<file path="src/rtl/stp_defs.vh">
// Constants for the SMBus register port of the temperature monitor.
// Assumes a 25 MHz system clock and byte-wide registers behind one address.
`ifndef STP_DEFS_VH
`define STP_DEFS_VH

// Bus slave address, arbitrary value for this build.
`define STP_SLAVE_ADDR   7'h2a

// Register offsets as seen by the command pointer.
`define STP_GP_COUNT     16
`define STP_GP_LAST      8'h0f
`define STP_CFG1_IDX     4'h1
`define STP_TEMP_BASE    8'h10
`define STP_TEMP_LAST    8'h16
`define STP_TEMP_CH1     8'h11
`define STP_EXT_ADDR     8'h17
`define STP_CH1          3'h1
`define STP_NUM_CH       7

// Field positions and values.
`define STP_CFG1_TODIS   5
`define STP_PTR_RST      8'h00
`define STP_REG_RST      8'h00
`define STP_UNMAPPED     8'h00
`define STP_HI_MAX       8'h7f
`define STP_HI_MIN       8'h00
`define STP_HI_OPEN      8'hff
`define STP_HI_SHORT     8'hee
`define STP_EXT_LOW      5'h00

// Timing: SMBus timeout in ms and the clock rate in kHz.
`define STP_TOUT_MS      37
`define STP_CLK_KHZ      25000
`define STP_TOUT_CYC     (`STP_TOUT_MS * `STP_CLK_KHZ)
`define STP_TOUT_W       24

`endif

</file>
<file path="src/rtl/stp_smbus.v">
// SMBus slave register port of a multichannel temperature monitor.
// Assumes SCL and SDA arrive synchronous to clk_sys_i and that the
// conversion engine delivers one result per upd_i pulse.
`timescale 1ns/100ps
`include "stp_defs.vh"

module stp_smbus
#(
    parameter SLAVE_ADDR = `STP_SLAVE_ADDR,
    parameter TOUT_CYC   = `STP_TOUT_CYC,
    parameter SHORT_CODE = `STP_HI_SHORT
)
(
    input  wire        clk_sys_i,
    input  wire        nrst_i,
    input  wire        ce_i,
    input  wire        scl_i,
    input  wire        sda_i,
    output reg         sda_o,
    output reg         sda_oe_o,
    input  wire        upd_i,
    input  wire [2:0]  upd_ch_i,
    input  wire [12:0] upd_temp_i,
    input  wire        upd_open_i,
    input  wire        upd_short_i,
    output reg  [7:0]  cmd_ptr_o,
    output reg  [7:0]  cfg1_o,
    output reg         hold_o
);

    // ========================================================================
    // Protocol states
    // ========================================================================
    localparam [3:0] ST_IDLE  = 4'h0;
    localparam [3:0] ST_ADDR  = 4'h1;
    localparam [3:0] ST_RX    = 4'h2;
    localparam [3:0] ST_ACK   = 4'h3;
    localparam [3:0] ST_TX    = 4'h4;
    localparam [3:0] ST_MACK  = 4'h5;
    localparam [3:0] ST_WAIT  = 4'h6;
    localparam [`STP_TOUT_W-1:0] TOUT_LIM = TOUT_CYC[`STP_TOUT_W-1:0];

    reg  [3:0]  state;
    reg  [3:0]  next_state;
    reg         scl_q;
    reg         sda_q;
    reg  [7:0]  shreg;
    reg  [2:0]  bcnt;
    reg         byte_done;
    reg         rd_mode;
    reg  [1:0]  byte_idx;
    reg  [`STP_TOUT_W-1:0] bus_tcnt;
    reg  [`STP_TOUT_W-1:0] hold_tcnt;
    reg  [7:0]  ext_reg;
    reg  [7:0]  rd_data;
    reg  [7:0]  hi_code;
    reg  [7:0]  ext_code;

    wire        scl_rise = scl_i & ~scl_q;
    wire        scl_fall = ~scl_i & scl_q;
    wire        start_c  = scl_i & scl_q & sda_q & ~sda_i;
    wire        stop_c   = scl_i & scl_q & ~sda_q & sda_i;
    wire        tout_en  = ~cfg1_o[`STP_CFG1_TODIS];
    wire [127:0] gp_flat;
    wire [55:0]  hi_flat;
    wire        wr_strobe;

    // ========================================================================
    // Result formatting
    // ========================================================================
    // Integer part in [12:3], signed; fraction in [2:0] eighths.
    always @*
    begin
        if (upd_open_i)
            hi_code = `STP_HI_OPEN;
        else if (upd_short_i)
            hi_code = SHORT_CODE;
        else if (upd_temp_i[12])
            hi_code = `STP_HI_MIN;
        else if (upd_temp_i[11:10] != 2'b00)
            hi_code = `STP_HI_MAX;
        else
            hi_code = upd_temp_i[10:3];
    end

    // Fraction is only meaningful when the integer part was not clamped.
    always @*
    begin
        if (upd_open_i | upd_short_i | upd_temp_i[12] | (upd_temp_i[11:10] != 2'b00))
            ext_code = {3'b000, `STP_EXT_LOW};
        else
            ext_code = {upd_temp_i[2:0], `STP_EXT_LOW};
    end

    // ========================================================================
    // Register storage
    // ========================================================================
    assign wr_strobe = ce_i & (state == ST_RX) & scl_fall & byte_done & ~rd_mode
                       & (byte_idx == 2'd1);

    genvar gi;
    generate
        // Host-writable bytes: thresholds, configuration and masks.
        for (gi = 0; gi < `STP_GP_COUNT; gi = gi + 1)
        begin : g_gp
            reg [7:0] val;
            always @(posedge clk_sys_i)
            begin
                if (!nrst_i)
                    val <= `STP_REG_RST;
                else if (wr_strobe && cmd_ptr_o == gi)
                    val <= shreg;
            end
            assign gp_flat[gi*8 +: 8] = val;
        end
        // Main temperature bytes, channel 0 is the local sensor.
        for (gi = 0; gi < `STP_NUM_CH; gi = gi + 1)
        begin : g_hi
            reg [7:0] val;
            always @(posedge clk_sys_i)
            begin
                if (!nrst_i)
                    val <= `STP_REG_RST;
                else if (ce_i && upd_i && upd_ch_i == gi && !(gi == 1 && hold_o))
                    val <= hi_code;
            end
            assign hi_flat[gi*8 +: 8] = val;
        end
    endgenerate

    // Extended byte follows channel 1 conversions.
    always @(posedge clk_sys_i)
    begin
        if (!nrst_i)
            ext_reg <= `STP_REG_RST;
        else if (ce_i && upd_i && upd_ch_i == `STP_CH1)
            ext_reg <= ext_code;
    end

    // Read multiplexer over the whole pointer space.
    always @*
    begin
        if (cmd_ptr_o <= `STP_GP_LAST)
            rd_data = gp_flat[cmd_ptr_o[3:0]*8 +: 8];
        else if (cmd_ptr_o >= `STP_TEMP_BASE && cmd_ptr_o <= `STP_TEMP_LAST)
            rd_data = hi_flat[cmd_ptr_o[2:0]*8 +: 8];
        else if (cmd_ptr_o == `STP_EXT_ADDR)
            rd_data = ext_reg;
        else
            rd_data = `STP_UNMAPPED;
    end

    // Configuration 1 copy, drives the timeout disable.
    always @(posedge clk_sys_i)
    begin
        if (!nrst_i)
            cfg1_o <= `STP_REG_RST;
        else if (ce_i)
            cfg1_o <= gp_flat[`STP_CFG1_IDX*8 +: 8];
    end

    // ========================================================================
    // Bus sequencer
    // ========================================================================
    // Next state from line events.
    always @*
    begin
        next_state = state;
        case (state)
            ST_IDLE:  next_state = ST_IDLE;
            ST_ADDR:  if (scl_fall && byte_done)
                          next_state = (shreg[7:1] == SLAVE_ADDR) ? ST_ACK : ST_WAIT;
            ST_RX:    if (scl_fall && byte_done)
                          next_state = (byte_idx < 2'd2) ? ST_ACK : ST_WAIT;
            ST_ACK:   if (scl_fall)
                          next_state = rd_mode ? ST_TX : ST_RX;
            ST_TX:    if (scl_fall && byte_done)
                          next_state = ST_MACK;
            ST_MACK:  if (scl_rise)
                          next_state = sda_i ? ST_WAIT : ST_TX;
            ST_WAIT:  next_state = ST_WAIT;
            default:  next_state = ST_IDLE;
        endcase
        if (start_c)
            next_state = ST_ADDR;
        else if (stop_c || (tout_en && bus_tcnt >= TOUT_LIM))
            next_state = ST_IDLE;
    end

    // Main sequencer, shift register and the open-drain data driver.
    always @(posedge clk_sys_i)
    begin
        if (!nrst_i)
        begin
            state     <= ST_IDLE;
            scl_q     <= 1'b1;
            sda_q     <= 1'b1;
            shreg     <= 8'h00;
            bcnt      <= 3'h0;
            byte_done <= 1'b0;
            rd_mode   <= 1'b0;
            byte_idx  <= 2'd0;
            sda_o     <= 1'b0;
            sda_oe_o  <= 1'b0;
            cmd_ptr_o <= `STP_PTR_RST;
        end
        else if (ce_i)
        begin
            scl_q <= scl_i;
            sda_q <= sda_i;
            state <= next_state;
            sda_o <= 1'b0;
            if (start_c)
            begin
                bcnt      <= 3'h0;
                byte_done <= 1'b0;
                byte_idx  <= 2'd0;
                sda_oe_o  <= 1'b0;
            end
            else if (next_state == ST_IDLE || next_state == ST_WAIT)
                sda_oe_o <= 1'b0;
            else
            begin
                // Sample on rising edges while receiving.
                if (scl_rise && (state == ST_ADDR || state == ST_RX))
                begin
                    shreg     <= {shreg[6:0], sda_i};
                    bcnt      <= bcnt + 3'h1;
                    byte_done <= (bcnt == 3'h7);
                end
                // End of a received byte: acknowledge it.
                if (scl_fall && byte_done && (state == ST_ADDR || state == ST_RX))
                begin
                    sda_oe_o  <= 1'b1;
                    byte_done <= 1'b0;
                    if (state == ST_ADDR)
                        rd_mode <= shreg[0];
                    else
                        byte_idx <= byte_idx + 2'd1;
                    if (state == ST_RX && byte_idx == 2'd0)
                        cmd_ptr_o <= shreg;
                end
                // Leave the acknowledge slot.
                if (scl_fall && state == ST_ACK)
                begin
                    if (rd_mode)
                    begin
                        shreg    <= {rd_data[6:0], 1'b0};
                        sda_oe_o <= ~rd_data[7];
                        bcnt     <= 3'h1;
                    end
                    else
                    begin
                        sda_oe_o <= 1'b0;
                        bcnt     <= 3'h0;
                    end
                end
                // Shift the next transmit bit out on each falling edge; the edge after bit 0 releases SDA.
                if (scl_fall && state == ST_TX)
                begin
                    if (byte_done)
                    begin
                        sda_oe_o  <= 1'b0;
                        byte_done <= 1'b0;
                    end
                    else
                    begin
                        sda_oe_o <= ~shreg[7];
                        shreg    <= {shreg[6:0], 1'b0};
                        bcnt     <= bcnt + 3'h1;
                        byte_done <= (bcnt == 3'h7); // Bit 0 leaves now.
                    end
                end
                // Master acknowledged: repeat the byte, pointer unchanged.
                if (scl_rise && state == ST_MACK && !sda_i)
                begin
                    shreg <= rd_data;
                    bcnt  <= 3'h0;
                end
            end
        end
    end

    // ========================================================================
    // Timeouts and high-byte hold
    // ========================================================================
    // Clock-low timeout returns the port to idle.
    always @(posedge clk_sys_i)
    begin
        if (!nrst_i)
            bus_tcnt <= {`STP_TOUT_W{1'b0}};
        else if (ce_i)
        begin
            if (!tout_en || scl_i || state == ST_IDLE)
                bus_tcnt <= {`STP_TOUT_W{1'b0}};
            else if (bus_tcnt < TOUT_LIM)
                bus_tcnt <= bus_tcnt + 1'b1;
        end
    end

    // Hold is set by an extended read, cleared by a channel 1 high-byte read.
    always @(posedge clk_sys_i)
    begin
        if (!nrst_i)
        begin
            hold_o    <= 1'b0;
            hold_tcnt <= {`STP_TOUT_W{1'b0}};
        end
        else if (ce_i)
        begin
            if (scl_fall && state == ST_ACK && rd_mode && cmd_ptr_o == `STP_EXT_ADDR)
            begin
                hold_o    <= 1'b1;
                hold_tcnt <= {`STP_TOUT_W{1'b0}};
            end
            else if (scl_fall && state == ST_ACK && rd_mode && cmd_ptr_o == `STP_TEMP_CH1)
                hold_o <= 1'b0;
            else if (hold_o && tout_en)
            begin
                if (hold_tcnt >= TOUT_LIM - 1)
                    hold_o <= 1'b0;
                else
                    hold_tcnt <= hold_tcnt + 1'b1;
            end
        end
    end

endmodule

</file>
<file path="config.mk">
export PLATFORM = sky130hd
export DESIGN_NAME = stp_smbus
export DESIGN_NICKNAME = d
export VERILOG_FILES = /design/src/rtl/stp_smbus.v
export VERILOG_INCLUDE_DIRS = /design/src /design/src/rtl
export SDC_FILE = /design/constraint.sdc
export NUM_CORES = 1
export LEC_CHECK = 0
export ABC_AREA = 1
export BUFFER_PORTS_ARGS = -buffer_cell sky130_fd_sc_hd__buf_2
export CORE_MARGIN = 4
export CORE_UTILIZATION = 59
export DETAILED_ROUTE_END_ITERATION = 8
export PLACE_DENSITY = 0.81
export SLEW_MARGIN = 20
export SYNTH_ARGS = -nofsm -noshare
export SYNTH_HDL_FRONTEND = slang
export SYNTH_SLANG_ARGS = --single-unit
export TNS_END_PERCENT = 50
</file>
<file path="constraint.sdc">
create_clock -name clk_sys_i -period 4.9 [get_ports clk_sys_i]
set_clock_uncertainty 0.2 [all_clocks]
set_input_delay 0.49 -clock clk_sys_i [delete_from_list [all_inputs] [get_ports clk_sys_i]]
set_output_delay 0.49 -clock clk_sys_i [all_outputs]
set_load 0.05 [all_outputs]
</file>
==> run_results.csv <==
group,metric,value,unit
timing,fin_crit_sh,76.0,%
timing,rsz0062_at_grt,"no",
final_layout,fin_util,66.3,%
route,dr.pass1.iters,5,
critical_path,r2r.worst_path.cells,9,
grt,grt_pass1_vias,11800,
grt,grt_max_degree,100,
synth,syn-mean-instance-area,7.19,µm²
grt,globalRouteOverflowTotal,0,
critical_path,reg2reg_to,"hold_tcnt[6]",
power_and_ir_drop,vdd_drop_max,0.293,mV
synth,netlist_area,13400,µm²
clock_network,cts_buffers,29,
critical_path,reg2reg_setup_slack,1.18,ns
route,drc_errors,0,
route,viasPerCell,5.89,
clock_network,htreeDepth,1,
timing,tightest_slew,1.12,ns
timing,report.final.slew_viol_count,0,
critical_path,crit_chain,"nand2_1 > clkinv_1 > nand2_1 > nor3_1 > nand2_1 > nand2_1 > inv_1 > o21ai_0 > nor2_1",
synth,yosys-top-cells-count,"nand2_1, dfxtp_1, nor2_1, a21oi_1, inv_1",
synth,async_flop_share,0,%
hold_path,hp-start,"sda_i",
critical_path,arrival,3.97,ns
clock_network,clk_pin_slew,0.06,ns
power_and_ir_drop,power_density,332,nW/µm²
route,drt_iter0_markers,1033,
clock_network,numClockSinks,274,
clock_network,clockBufferDepth,3,
synth,yosysTopAreaCell,"dfxtp_1",
critical_path,critPathSlowestCell,"dfxtp_1",
floorplan,dieArea,25300,µm²
critical_path,max_stage_delay,0.74,ns
place,gp_congestion,0.928,
hold_path,min_path_type,"primary input to register",
synth,ys_seq_elements,274,
synth,yosysMostFrequentCell,"nand2_1",
final_layout,fin_nets,1881,
clock_network,root_buffer,"clkbuf_16",
floorplan,start_util,60.9,%
timing,hold_viol_final,0,
route,post_drt_wl_per_cell,16.9,µm
final_layout,top_regs,"g_gp.val x128, g_hi.val x56",
critical_path,worstReg2RegStart,"cmd_ptr_o[0]",
hold_path,holdPathStages,2,
floorplan,row_count,54,
place,dp_hpwl,24.4,mm
synth,synth_top_area_share,40.8,%
critical_path,critPathKind,"register to register",
critical_path,path_common_cell,"nand2_1",
synth,ys.flop_type,"dfxtp_1",
critical_path,cp.required,5.14,ns
synth,synth_nets,1902,
floorplan,core_area,22100,µm²
synth,synth_area_leaders,"dfxtp_1, nand2_1, nor2_1",
final_layout,layout.cells.non_filler,2150,
route,num_vias,12700,
grt,grt_antenna_before_repair,0,
final_layout,diodes,0,
floorplan,fp.dieW,159,µm
synth,synth_edf_count,0,
place,post-place-ws,1.21,ns
timing,setup_viol,0,
power_and_ir_drop,p_leak,5.63,nW
route,postRouteAntennaNets,0,
timing,fin_setup_tns,0,ns
clock_network,postCtsSetupBuffers,0,
floorplan,io_pins,43,
place,placedCellCount,2096,
critical_path,cp-start-kind,"register",
timing,worst_slack,1.18,ns
power_and_ir_drop,power.total,4.86,mW
final_layout,largest_register_ffs,128,
floorplan,die_y,159,µm
status,status,"complete, no violations",
synth,ys_warn_count,0,
grt,gr-usage-all-layers,27.7,%
timing,post-route-min-period,3.72,ns
timing,max_slew_margin,25.2,%
place,io_buffers,41,
final_layout,design_area,14600,µm²
hold_path,hold_end,"sda_q",
final_layout,synthToLayoutAreaGrowth,8.88,%
grt,grt_pass1_wl,59.8,mm
synth,synth.yosys.seq_area_share,40.8,%
synth,syn_inst,1871,
clock_network,cts_tree,"done",
timing,fmax,269,MHz
place,placed_area,13600,µm²
synth,ys_types,50,
timing,fin_hold_ws,0.0200,ns
final_layout,drive_above_1_share,8.66,%
critical_path,path_delay_family,"simple AND/OR/NAND/NOR gates",
critical_path,critPathBufInv,2,
critical_path,crit_path_max_fanout,21,
final_layout,top_register,"g_gp.val",
clock_network,clk_latency,0.56,ns
run,maxCapViolCount,0,
route,drt_wl_total,36.3,mm
critical_path,end_kind,"register",
## power by group
part	internal, mW	leakage (nW)	switching, mW
logic	0.0451	2.90	0.158
registers	2.25	2.21	0.0158
clock network	1.48	0.516	0.913
total	3.78	5.63	1.09
## cell usage in the layout (no fill, tap or decap), types with 5 or more instances in the layout
cell / synthesis / final
o211ai_1: 5 / 5
o21ai_0: 128 / 128
a211oi_1: 90 / 90
xor2_1: 16 / 16
clkinv_2: 0 / 5
nand4_1: 42 / 42
inv_1: 133 / 132
clkbuf_8: 0 / 6
buf_2: 22 / 41
buf_4: 5 / 10
nand2_1: 429 / 429
o21ai_1: 13 / 13
o221ai_1: 9 / 9
clkbuf_16: 0 / 29
o22ai_1: 12 / 12
nor2_2: 9 / 9
nor4_4: 15 / 15
nor4_1: 9 / 9
bufinv_16: 0 / 6
nor2_1: 231 / 231
clkinv_1: 9 / 9
nand3_1: 80 / 80
a22oi_1: 17 / 17
a21oi_1: 159 / 159
inv_2: 8 / 8
ha_1: 7 / 7
a211oi_2: 14 / 14
nor3_1: 26 / 26
dfxtp_1: 274 / 274
## what timing repair did
item                      CTS  global route
hold endpoints to repair    3             0
resized for setup           0             0
hold buffers                3             0
## cell families (layout without fill, tap and decap cells)
group	count (synthesis)	count (layout)	share of synthesized area [%]
DFF	274	274	40.8
xor gates and xnor gates	19	19	1.24
and+or+nand+nor	858	858	28.8
AOI/OAI and AO/OA	456	456	20.4
buffers and inverters	256	255	8.02
adders and majority gates	7	7	0.651
other	1	1	0.0279
## area by class of cell
cell class / count / area, µm²
fill: 1929 / 7460
multi-input combinational: 1341 / 6880
sequential: 274 / 5490
clock buffer: 37 / 816
inverter: 150 / 566
tap: 280 / 350
timing repair buffer: 54 / 310
clock inverter: 14 / 230
## per-layer routing
metal	GRT usage (%)	up-vias	routed length [µm]
li1	-	6280	-
met1	37.3	5849	15900
met2	46.3	457	16800
met3	4.81	80	2560
met4	7.65	0	975
met5	0	-	0
## worst max path at each step
stage | slack (ns) | startpoint | depth (start not counted) | to
2_1_floorplan | 2.43 | cmd_ptr_o[0] | 13 | shreg[1]
4_1_cts | 1.21 | cmd_ptr_o[0] | 9 | hold_tcnt[6]
6_report | 1.18 | cmd_ptr_o[0] | 9 | hold_tcnt[6]
3_3_place_gp | 1.34 | cmd_ptr_o[0] | 9 | hold_tcnt[6]
3_5_place_dp | 1.21 | cmd_ptr_o[0] | 9 | hold_tcnt[6]
5_1_grt | 0.84 | cmd_ptr_o[0] | 9 | hold_tcnt[6]
No activity file was read; power rests on OpenSTA's default activity.
